$ cat src/clk_out_defines.svh
// Contract
// - Cleared enable bit holds both pins of that pair high impedance; enables reset to zero.
// - Set enable bit drives the pair in the style chosen by its style field.
// - Pair three polarity bit, bit 3: clear normal, set inverted.
// - Pair three style: 000 off, 001/010/011/100 driven, 101-111 reserved; resets 001.
// - Pairs zero to two style: 011 and 101-111 reserved; resets 001.
// - Pair three single-ended, phase bit clear: both pins opposite phase.
// - Pair three single-ended, phase bit set: both pins in phase.
// - Reserved bits are written zero; their read value is not defined.
`ifndef CLK_OUT_DEFINES_SVH
`define CLK_OUT_DEFINES_SVH

// ****************************************
// Register indices (byte address is index times four)
// ****************************************
`define CO_IDX_EN 8'h39
`define CO_IDX_POL 8'h3A
`define CO_IDX_RSV_A 8'h3B
`define CO_IDX_RSV_B 8'h3C
`define CO_IDX_STY32 8'h3D
`define CO_IDX_STY10 8'h3E

// ****************************************
// Field positions
// ****************************************
`define CO_EN_MSB 3
`define CO_POL_BIT 3
`define CO_HI_STY_LSB 5
`define CO_SE_BIT 4
`define CO_LO_STY_LSB 1

// ****************************************
// Reset values and writable masks
// ****************************************
`define CO_EN_RST 8'h00
`define CO_POL_RST 8'h00
`define CO_STY_RST 8'h22
`define CO_EN_MASK 8'h0F
`define CO_POL_MASK 8'h08
`define CO_STY32_MASK 8'hFE
`define CO_STY10_MASK 8'hEE

`endif

$ cat src/clk_out_pkg.sv
package clk_out_pkg;

	typedef enum logic [2:0] {
		STYLE_HIZ = 3'h0,
		STYLE_LVPECL = 3'h1,
		STYLE_LVDS = 3'h2,
		STYLE_LVCMOS = 3'h3,
		STYLE_HCSL = 3'h4
	} drv_style_t;

	typedef struct packed {
		logic en;
		logic [2:0] style;
		logic invert;
		logic se_phase;
	} pair_cfg_t;

	typedef struct packed {
		logic true_o;
		logic comp_o;
		logic oe;
	} pin_t;

endpackage

$ cat src/reg_byte.sv
`timescale 1ns/1ps
`default_nettype none
module reg_byte #(
	parameter logic [7:0] RST = 8'h00,
	parameter logic [7:0] MASK = 8'hFF
) (
	input wire logic pclk,
	input wire logic presetn,
	input wire logic we,
	input wire logic [7:0] wdata,
	output var logic [7:0] q
);
	// Reserved positions are never stored, so they always read zero
	always_ff @(posedge pclk or negedge presetn) begin
		if (!presetn) begin
			q <= RST;
		end else if (we) begin
			q <= wdata & MASK;
		end
	end
endmodule // reg_byte
`default_nettype wire

$ cat src/pair_driver.sv
`timescale 1ns/1ps
`default_nettype none
module pair_driver
	import clk_out_pkg::*;
#(
	parameter bit HAS_LVCMOS = 1'b0
) (
	input wire logic pclk,
	input wire logic presetn,
	input wire pair_cfg_t cfg,
	input wire logic src,
	output var pin_t pins,
	output var drv_style_t style
);
	logic active;
	logic lvl;

	always_comb begin
		active = 1'b0;
		case (cfg.style)
			STYLE_LVPECL, STYLE_LVDS, STYLE_HCSL: active = cfg.en;
			STYLE_LVCMOS: active = cfg.en & HAS_LVCMOS;
			default: active = 1'b0;
		endcase
	end

	assign lvl = src ^ cfg.invert;

	always_ff @(posedge pclk or negedge presetn) begin
		if (!presetn) begin
			pins <= '0;
			style <= STYLE_HIZ;
		end else if (active) begin
			pins.oe <= 1'b1;
			pins.true_o <= lvl;
			// In-phase only for single-ended style
			if (cfg.style == STYLE_LVCMOS && cfg.se_phase) begin
				pins.comp_o <= lvl;
			end else begin
				pins.comp_o <= ~lvl;
			end
			style <= drv_style_t'(cfg.style);
		end else begin
			pins <= '0;
			style <= STYLE_HIZ;
		end
	end
endmodule // pair_driver
`default_nettype wire

$ cat src/clock_output_driver_config.sv
`timescale 1ns/1ps
`default_nettype none
`include "clk_out_defines.svh"
module clock_output_driver_config
	import clk_out_pkg::*;
(
	input wire logic pclk,
	input wire logic presetn,
	input wire logic psel,
	input wire logic penable,
	input wire logic pwrite,
	input wire logic [11:0] paddr,
	input wire logic [31:0] pwdata,
	input wire logic [3:0] pstrb,
	output var logic [31:0] prdata,
	output var logic pready,
	output var logic pslverr,
	input wire logic [3:0] src_clk,
	output var pin_t [3:0] pins,
	output var drv_style_t [3:0] pair_style
);

	// ****************************************
	// Address decode
	// ****************************************
	function automatic logic [7:0] reg_index(input logic [11:0] a);
		reg_index = a[9:2];
	endfunction

	function automatic logic addr_ok(input logic [11:0] a);
		logic [7:0] i;
		i = reg_index(a);
		addr_ok = (a[1:0] == 2'h0) && (a[11:10] == 2'h0) &&
			(i >= `CO_IDX_EN) && (i <= `CO_IDX_STY10);
	endfunction

	logic setup;
	logic access;
	logic wr_ok;
	logic [7:0] idx;
	logic [7:0] en_reg_q;
	logic [7:0] pol_reg_q;
	logic [7:0] sty32_q;
	logic [7:0] sty10_q;
	logic [7:0] rd_byte;
	logic pready_d;
	logic pslverr_d;
	pair_cfg_t [3:0] cfg;

	assign setup = psel & ~penable;
	assign access = psel & penable & pready;
	assign idx = reg_index(paddr);
	// Byte lane 0 carries every register; other lanes are ignored
	assign wr_ok = access & pwrite & ~pslverr & pstrb[0];

	// ****************************************
	// APB answer
	// ****************************************
	// Registered answer gives zero wait states: ready is high for the access cycle
	always_comb begin
		pready_d = setup;
		pslverr_d = setup & ~addr_ok(paddr);
	end

	always_ff @(posedge pclk or negedge presetn) begin
		if (!presetn) begin
			pready <= 1'b0;
			pslverr <= 1'b0;
		end else begin
			pready <= pready_d;
			pslverr <= pslverr_d;
		end
	end

	always_comb begin
		rd_byte = 8'h00;
		case (idx)
			`CO_IDX_EN: rd_byte = en_reg_q;
			`CO_IDX_POL: rd_byte = pol_reg_q;
			`CO_IDX_STY32: rd_byte = sty32_q;
			`CO_IDX_STY10: rd_byte = sty10_q;
			default: rd_byte = 8'h00;
		endcase
	end

	// Read data is sampled in the setup cycle; no register changes before the access edge
	always_ff @(posedge pclk or negedge presetn) begin
		if (!presetn) begin
			prdata <= 32'h00000000;
		end else if (setup && !pwrite && addr_ok(paddr)) begin
			prdata <= {24'h000000, rd_byte};
		end else begin
			prdata <= 32'h00000000;
		end
	end

	// ****************************************
	// Register bank
	// ****************************************
	// Reserved bits are masked off, so writing them has no effect
	reg_byte #(.RST(`CO_EN_RST), .MASK(`CO_EN_MASK)) u_en (
		.pclk(pclk),
		.presetn(presetn),
		.we(wr_ok && idx == `CO_IDX_EN),
		.wdata(pwdata[7:0]),
		.q(en_reg_q)
	);

	reg_byte #(.RST(`CO_POL_RST), .MASK(`CO_POL_MASK)) u_pol (
		.pclk(pclk),
		.presetn(presetn),
		.we(wr_ok && idx == `CO_IDX_POL),
		.wdata(pwdata[7:0]),
		.q(pol_reg_q)
	);

	reg_byte #(.RST(`CO_STY_RST), .MASK(`CO_STY32_MASK)) u_sty32 (
		.pclk(pclk),
		.presetn(presetn),
		.we(wr_ok && idx == `CO_IDX_STY32),
		.wdata(pwdata[7:0]),
		.q(sty32_q)
	);

	reg_byte #(.RST(`CO_STY_RST), .MASK(`CO_STY10_MASK)) u_sty10 (
		.pclk(pclk),
		.presetn(presetn),
		.we(wr_ok && idx == `CO_IDX_STY10),
		.wdata(pwdata[7:0]),
		.q(sty10_q)
	);

	// ****************************************
	// Per-pair configuration
	// ****************************************
	// Phase bit is passed as written; pair_driver ignores it in differential styles and uses it only in single-ended style
	always_comb begin
		cfg[3].en = en_reg_q[3];
		cfg[3].style = sty32_q[`CO_HI_STY_LSB +: 3];
		cfg[3].invert = pol_reg_q[`CO_POL_BIT];
		cfg[3].se_phase = sty32_q[`CO_SE_BIT];
		cfg[2].en = en_reg_q[2];
		cfg[2].style = sty32_q[`CO_LO_STY_LSB +: 3];
		cfg[2].invert = 1'b0;
		cfg[2].se_phase = 1'b0;
		cfg[1].en = en_reg_q[1];
		cfg[1].style = sty10_q[`CO_HI_STY_LSB +: 3];
		cfg[1].invert = 1'b0;
		cfg[1].se_phase = 1'b0;
		cfg[0].en = en_reg_q[0];
		cfg[0].style = sty10_q[`CO_LO_STY_LSB +: 3];
		cfg[0].invert = 1'b0;
		cfg[0].se_phase = 1'b0;
	end

	// ****************************************
	// Pair drivers
	// ****************************************
	genvar g;
	generate
		for (g = 0; g < 4; g++) begin : g_pair
			pair_driver #(.HAS_LVCMOS(g == 3)) u_drv (
				.pclk(pclk),
				.presetn(presetn),
				.cfg(cfg[g]),
				.src(src_clk[g]),
				.pins(pins[g]),
				.style(pair_style[g])
			);
		end
	endgenerate

	function automatic logic valid_code(input logic [2:0] s, input logic lv);
		valid_code = (s == 3'h1) || (s == 3'h2) || (s == 3'h4) || (lv && s == 3'h3);
	endfunction

	generate
		for (g = 0; g < 4; g++) begin : g_chk

		end
	endgenerate

	// ****************************************
	// Pin checks
	// ****************************************
	generate
		for (g = 0; g < 4; g++) begin : g_pin_chk

		end
	endgenerate
endmodule // clock_output_driver_config
`default_nettype wire

$ cat config.mk
export PLATFORM = sky130hd
export DESIGN_NAME = clock_output_driver_config
export DESIGN_NICKNAME = d
export VERILOG_FILES = /design/src/clk_out_pkg.sv /design/src/reg_byte.sv /design/src/pair_driver.sv /design/src/clock_output_driver_config.sv
export VERILOG_INCLUDE_DIRS = /design/src
export SDC_FILE = /design/constraint.sdc
export NUM_CORES = 1
export LEC_CHECK = 0
export BUFFER_PORTS_ARGS = -buffer_cell sky130_fd_sc_hd__clkbuf_2
export CORE_ASPECT_RATIO = 0.6
export CORE_MARGIN = 4
export CORE_UTILIZATION = 41
export CTS_BUF_LIST = sky130_fd_sc_hd__clkbuf_16
export DETAILED_ROUTE_END_ITERATION = 8
export PLACE_DENSITY = 0.83
export SKIP_LAST_GASP = 1
export SLEW_MARGIN = 10
export SYNTH_ARGS = -nofsm -noshare
export SYNTH_HDL_FRONTEND = slang
export SYNTH_SLANG_ARGS = --single-unit
$ cat constraint.sdc
create_clock -name pclk -period 1.5 [get_ports pclk]
set_clock_uncertainty 0.15 [all_clocks]
set_input_delay 0.3 -clock pclk [delete_from_list [all_inputs] [get_ports pclk]]
set_output_delay 0.3 -clock pclk [all_outputs]
set_load 0.01 [all_outputs]
======== Word level (Yosys, flattened, before mapping) ========
Index checks and enable logic that the tools add are counted.
word-level totals
  register bits ........................... 52
  output and inout port bits .............. 58
  logic and storage cells ................. 89
  bits of input ports ..................... 57
operators by class
  reductions and logical operators ........ 17
  muxes and demuxes ....................... 15
  $lt $le $gt $ge ......................... 2
  eq/ne operators ......................... 17
  bitwise logic cells ..................... 15
operator list
  operator              number
  $eq A8 B6 Y1 const B  4
  $pmux W8 S4           1
  $mux W3               8
  $eq A3 B2 Y1 const B  5
  $eq A3 B1 Y1 const B  4
  $eq A3 B3 Y1 const B  4
  $logic_and A1 B1 Y1   10
  $reduce_or A3 Y1      3
  $ge A8 B6 Y1 const B  1
  $le A8 B6 Y1 const B  1
  $mux W8               1
  $and A1 B1 Y1         7
  $not A1 Y1            7
  $mux W1               5
  $logic_not A2 Y1      2
  $reduce_or A4 Y1      1
  $logic_not A1 Y1      1
  $xor A1 B1 Y1         1

======== Logic depth before layout (Yosys ltp) ========
Gate-level depths: netlist of the first run.
  depth after elaboration ................. 6
  depth in mapped cells ................... 4
  depth with buffers taken out ............ 3

======== Modules after synthesis ========
From an unflattened synthesis of the first run, not the netlist that was laid out.
unflattened totals
  cells, all modules ...................... 230
  area, all modules ....................... 2788.9 um^2
by module, submodules not included
  module                             instances  area an instance (um^2)  cells each  sequential area each (um^2)
  clock_output_driver_config         1          959.7                    103         250.2
  pair_driver (g_pair[0].u_drv ...)  3          247.7                    18          150.1
  reg_byte (u_sty32)                 1          305.3                    17          177.7
  reg_byte (u_sty10)                 1          272.8                    16          152.6
  pair_driver (g_pair[3].u_drv)      1          232.7                    17          150.1
  reg_byte (u_en)                    1          178.9                    13          100.1
  reg_byte (u_pol)                   1          96.3                     10          25.0

======== Worst setup path after synthesis of the first run ========
Ideal clock, no wire load.
  kind .................................... input to register
  from .................................... input paddr[4]
  to ...................................... register u_en.q[0]
  slack ................................... -0.187 ns
  required time ........................... 1.225 ns
  arrival ................................. 1.412 ns
  setup time .............................. 0.125 ns
  stages .................................. 4
  buffers on the path ..................... 1
  path through ............................ buf_2 > nand4b_1 > nor4_4 > mux2_2
on the way
  word-level cells in the longest chain between the ends .. 2
RTL lines
  what                                  line                              source
  start: declaration                    clock_output_driver_config.sv:12  input wire logic [11:0] paddr,
  $eq A8 B6 Y1 (no source line)         n/a
  $logic_and A1 B1 Y1 (no source line)  n/a
  end signal: assignment                reg_byte.sv:18                    q <= wdata & MASK;
  end: declaration                      reg_byte.sv:11                    output var logic [7:0] q
No other way between the ends.
A chain may end at the register's enable or synchronous reset.

======== Final worst setup path of the first run ========
  from .................................... register pslverr
  to ...................................... register u_en.q[0]
on the way
  word-level cells in the longest chain between the ends .. 4
RTL lines
  what                                  line                              source
  start: declaration                    clock_output_driver_config.sv:17  output var logic pslverr,
  start signal: assignment              clock_output_driver_config.sv:71  pslverr <= pslverr_d;
  $not A1 Y1                            clock_output_driver_config.sv:54  assign wr_ok = access & pwrite & ~pslverr & pstrb[0];
  $and A1 B1 Y1 (2 in series)           clock_output_driver_config.sv:54
  $logic_and A1 B1 Y1 (no source line)  n/a
No other way between the ends.

==> flow_summary.yaml, run 1 <==
run_status:
  status: "finished with violations"
  violations: "negative setup slack"
logic_synthesis:
  synth_compound_area_share_pct: 4.12
  synth-simple-area-share_pct: 17.3
  avgSynthCellArea_um2: 12.2
  synth.area.top_cells: "dfrtp_1 (51%), mux2_2 (9.1%), buf_4 (7.7%), dfstp_2 (4.5%), nor4_4 (2.7%)"
  synth_adder_area_share_pct: 0
  ys_types: 37
  netlist_top_cells_count: "dfrtp_1 (48), buf_4 (24), mux2_2 (19), inv_1 (13), nor2_1 (13)"
  synthFlopType: "dfrtp_1"
  synth_top_family_by_area: "simple AND/OR/NAND/NOR gates"
  yosysWarnings: 0
  synth-edff-count: 0
  syn_area_um2: 2340
  ys_async_sr_fraction_pct: 100
  yosys.cell_count.top_type: "dfrtp_1"
  ys_ff_latch: 52
  synthMuxAreaShare_pct: 10.5
  yosysTopAreaCell: "dfrtp_1"
  synth_cells: 191
  synth_top_area_share_pct: 51.4
  ys_seq_area_share_pct: 55.9
  synth_xor_area_share_pct: 1.87
finish:
  nets: 339
  final_core_util_pct: 58.3
  syn_to_final_growth_pct: 31.6
  drive_gt1_share_pct: 44.2
  diodes: 0
  fin_cells: 360
  fillCellCount: 452
global_route:
  grt_overflow: 0
  grt_max_degree: 53
  grt_pass1_vias: 1657
  antenna_found_initial: 0
  grt_pass1_wl_um: 8160
  track_usage_pct: 15.2
clocking:
  path_clk_slew_ps: 70
  clock-sinks: 52
  clock_latency_ps: 290
  clockBufferDepth: 2
  cts.root.buffer_cell: "clkbuf_16"
  cts_buffers: 5
  cts_tree: "done"
  cts-htree-levels: 2
power:
  power_leakage_nw: 1.65
  totalPowerFinal_w: 0.00288
  p_per_area_nw_per_um2: 935
  irDropWorstVdd_mv: 0.517
timing:
  timing.final.ws_setup_ps: -169
  timing.fmax_ghz: 0.599
  final-setup-viol-count: 19
  rsz0062_at_grt: "true"
  slew_violations: 0
  period_share_pct: 111
  finalCriticalPeriod_ps: 1670
  hold_viol: 0
  hold_ws_ps: 25.7
critical_path:
  cp_max_fo: 4
  cp.arrival_ps: 1690
  crit_required_ps: 1520
  critPathCaptureType: "flop"
  cp-startpoint: "pslverr"
  r2r-start: "pslverr"
  startpoint_type: "flop"
  crit_type: "flop to flop"
floorplan:
  initial_core_util_pct: 44.3
  fp.dieW_um: 106
  core_um2: 5280
  ios: 115
  dieArea_um2: 7020
  die_y_um: 66.5
  std_cell_rows: 20
route:
  via_count: 1642
  drc: 0
  dr.pass1.iters: 4
  drt-initial-drc-count: 103
  wl_per_cell_um: 14.2
  viasPerCell: 4.56
  ant_nets: 0
  wl_um: 5130
min_path:
  hold_class: "input port to flop"
  hold_start: "src_clk[1]"
job:
  timing.max_cap.violations: 0
placed_design:
  dp_cells: 347
  portBuffers: 63
  post-place-ws_ps: -304
  post-dp-hpwl_um: 3920
  place_congestion: 0.855
final timing paths:
kind / end / slack [ps] / cells past startpoint
worst max-delay path: u_en.q[0] / -170 / 4
worst min-delay path: g_pair[1].u_drv.pins[1] / 30 / 2
worst max register to register: u_en.q[0] / -170 / 4
worst min register to register: g_pair[0].u_drv.style[0] / 370 / 2
max in group asynchronous: u_sty32.q[5] / 530 / 3
min in group asynchronous: pready / 390 / 3
routing by layer:
layer | vias up | GRT usage [%] | wire, um
li1 | 789 | - | -
met1 | 789 | 20.4 | 2350
met2 | 59 | 23.0 | 2280
met3 | 5 | 5.71 | 454
met4 | 0 | 4.68 | 42
met5 | - | 0 | 0
cells in the final DEF (no fill, tap or decap), drive strengths merged:
cell type	Yosys	final
a22oi	5	5
and2	4	4
and3	5	5
and3b	1	1
buf	25	24
bufinv	0	1
clkbuf	1	67
clkinv	0	2
conb	1	24
dfrtp	48	48
dfstp	4	4
dlygate4sd3	0	1
inv	13	13
mux2	20	20
mux2i	2	2
nand2	2	2
nand2b	2	2
nand3	3	3
nand3b	1	1
nand4	3	3
nand4b	3	3
nand4bb	1	1
nor2	13	13
nor2b	4	4
nor3	6	6
nor3b	1	1
nor4	7	7
o211ai	3	3
o21a	1	1
o21ai	4	4
o22a	1	1
or3	2	2
xnor2	1	1
xor2	4	4
cells by family after synthesis:
group	after synthesis
compound gates	14
flops	52
xor+xnor	5
buf+inv	39
other cells	1
simple gates	58
mux	22
flip-flops by register name (all words and copies together), names as in the netlist:
signal	count
g_pair.u_drv.pins	12
g_pair.u_drv.style	12
prdata	8
u_sty32.q	7
u_sty10.q	6
u_en.q	4
pready	1
pslverr	1
u_pol.q	1
stage by stage:
stage	instance area, um^2	setup TNS [ps]
finish	3080	-2490
global route	3080	-3490
CTS	3020	-2080
detailed placement	2810	-5590
global placement	2810	-4520
floorplan	2450	-2790
power by group:
part | internal [W] | switching [W] | total (W)
clock | 0.000775 | 0.000480 | 0.00126
combinational | 0.0000865 | 0.000126 | 0.000212
sequential | 0.00141 | 0.00000356 | 0.00141
final cells by class:
cell class | count | area, um^2 | share of cell area, %
Clock buffer | 5 | 125 | 4.07
Clock inverter | 3 | 37.5 | 1.22
Inverter | 13 | 48.8 | 1.59
Multi-Input combinational cell | 123 | 936 | 30.4
Sequential cell | 52 | 1310 | 42.4
Tap cell | 77 | 96.3 | 3.13
Timing Repair Buffer | 87 | 528 | 17.2
worst max-delay path: stages, from the launching register on:
cell	delay (ps)
dfrtp_1	400
nand4b_4	240
nor4_4	240
buf_4	190
mux2_2	330
what timing repair did:
item	4_1_cts	5_1_grt
pin swaps	1	3
cloned	0	0
endpoints found under the setup margin	18	20
hold endpoints to repair	48	0
gates resized for setup	8	6
buffers inserted	1	3
hold buffers	1	0
No activity file was read; power rests on OpenSTA's default activity.
==> inputs of run 2 (changes only) <==
==> constraint.sdc (replaced) <==
create_clock -name pclk -period 1.5 [get_ports pclk]
set_clock_uncertainty 0.15 [all_clocks]
set_input_delay 0.075 -clock pclk [delete_from_list [all_inputs] [get_ports pclk]]
set_output_delay 0.075 -clock pclk [all_outputs]
set_load 0.01 [all_outputs]
==> run 2 against run 1 <==
The run still ends with negative setup slack left. Critical path depth stayed put. Via count is 4.4% higher. Core utilization is 2.1 points higher. Critical path type unchanged. Largest cell class unchanged. Highest routed layer unchanged.
==> flow_summary.yaml, run 2 (synthesized netlist as in run 1, its figures left out) <==
run_status:
  status: "finished with violations"
  violations: "negative setup slack"
min_path:
  hold_class: "input port to flop"
  hold_start: "paddr[10]"
  min_to: "prdata[0]"
  hold_depth: 5
clocking:
  cts.root.buffer_cell: "clkbuf_16"
  cts_tree: "done"
  clockBufferDepth: 2
  cts-htree-levels: 2
  path_clk_slew_ps: 60
  clock_latency_ps: 290
  cts_buffers: 5
  clock-sinks: 52
route:
  viasPerCell: 4.63
  top_layer_used: "met4"
  wl_um: 5380
  dr.pass1.iters: 4
  drc: 0
  drt-initial-drc-count: 48
  wl_met2_um: 2460
  via_count: 1714
  wl_met1_um: 2420
  met3_length_um: 410
  wl_per_cell_um: 14.5
  ant_nets: 0
critical_path:
  r2r-end: "u_en.q[1]"
  r2r_setup_slack_ps: -90
  critPathCaptureType: "flop"
  path_cells: "nand4b_4 > nor4_4 > buf_4 > mux2_4"
  crit_type: "flop to flop"
  r2r-start: "pslverr"
  crit_required_ps: 1520
  crit_slowest_cell: "dfrtp_1"
  cp_max_fo: 4
  startpoint_type: "flop"
  critPathMaxStageDelay_ps: 380
  reg2reg_depth: 4
  cp.arrival_ps: 1610
timing:
  finalCriticalPeriod_ps: 1590
  timing.final.ws_setup_ps: -91.5
  period_share_pct: 106
  fin_tns_setup_ps: -1070
  timing.fmax_ghz: 0.628
  hold_ws_ps: 16.6
  rsz0062_at_grt: "true"
  slew_violations: 0
  hold_viol: 0
  final-setup-viol-count: 17
power:
  switching_power_w: 0.000626
  p_comb_share_pct: 7.8
  clkPwrFrac_pct: 43.8
  internal_power_w: 0.00229
  power_leakage_nw: 1.69
  p_per_area_nw_per_um2: 914
  seqPwrFrac_pct: 48.3
  irDropWorstVdd_mv: 0.568
  switching_share_pct: 21.5
finish:
  syn_to_final_growth_pct: 36.4
  final_cell_mix: "clkbuf_2 (63), dfrtp_1 (48), conb_1 (24)"
  multiInputGateArea_um2: 941
  drive_gt1_share_pct: 40.3
  fin_area_um2: 3190
  fillCellCount: 443
  final_common_cell: "clkbuf_2"
  diodes: 0
  regArea_um2: 1310
  reg.largest.list: "g_pair.u_drv.pins: 12 flops, g_pair.u_drv.style: 12 flops, prdata: 8 flops"
  fin_cells: 370
  final_core_util_pct: 60.4
  nets: 349
floorplan:
  dieArea_um2: 7020
  fp.dieW_um: 106
  std_cell_rows: 20
  initial_core_util_pct: 44.3
  die_y_um: 66.5
  ios: 115
  core_um2: 5280
job:
  timing.max_cap.violations: 0
global_route:
  grt_overflow: 0
  track_usage_pct: 15.9
  antenna_found_initial: 0
  grt_max_degree: 53
  grt_pass1_vias: 1698
  grt_pass1_wl_um: 8470
placed_design:
  dp_cells: 342
  postPlaceCellArea_um2: 2780
  portBuffers: 63
  place_congestion: 0.725
  post-dp-hpwl_um: 3940
-- run 2: cell types whose count changed in the layout (fill, tap and decap cells not counted), sizes merged --
| cell | previous run | this run |
|---|---|---|
| dlygate4sd3 | 1 | 17 |
| buf | 24 | 17 |
| clkbuf | 67 | 68 |
-- run 2: metrics by stage --
step	worst slack (ps)	total power (W)
6_report	-91.5	0.00292
2_1_floorplan	-185	0.00156
5_1_grt	-152	0.00304
3_5_place_dp	-185	0.00162
4_1_cts	-93.8	0.00293
3_3_place_gp	-108	0.00162
-- run 2: worst max-delay path: cells and delay by family (launching register included) --
family                 cells  cell delay [ps]
buffers and inverters      1              200
DFF                        1              380
muxes                      1              300
and+or+nand+nor            2              450
-- run 2: worst max-delay path by stage --
stage	depth (start not counted)	startpoint	end	slack, ps
5_1_grt	4	pslverr	u_sty32.q[6]	-150
4_1_cts	4	pslverr	u_sty32.q[6]	-90
6_report	4	pslverr	u_en.q[1]	-90
3_5_place_dp	4	pslverr	u_sty32.q[6]	-190
2_1_floorplan	3	pslverr	u_sty32.q[2]	-190
3_3_place_gp	4	pslverr	u_sty32.q[6]	-110
-- run 2: final cells by class --
cell class	count	area share [%]
clock inverter	3	1.33
inverter	13	1.53
sequential	52	41.0
clock buffer	5	3.92
tap	77	3.02
timing repair buffer	97	19.7
multi-input combinational	123	29.5
-- run 2: power by group through the flow --
stage	registers [W]	clock network, W	logic, W
after CTS	0.00141	0.00130	0.000224
after global placement	0.00144	0	0.000180
after global routing	0.00141	0.00138	0.000254
after detailed placement	0.00144	0	0.000185
after floorplan	0.00144	0	0.000118
final	0.00141	0.00128	0.000228
-- run 2: routing by layer --
metal | vias up | track usage, %
met4 | 0 | 6.46
met2 | 70 | 25.6
met5 | - | 0
met1 | 823 | 20.7
li1 | 812 | -
met3 | 9 | 4.07
-- run 2: what timing repair did --
action	CTS	global route
hold endpoints to repair	80	0
pin swaps	3	0
resized for setup	13	0
hold buffers	17	0
setup buffers	2	1
setup endpoints to repair	18	18
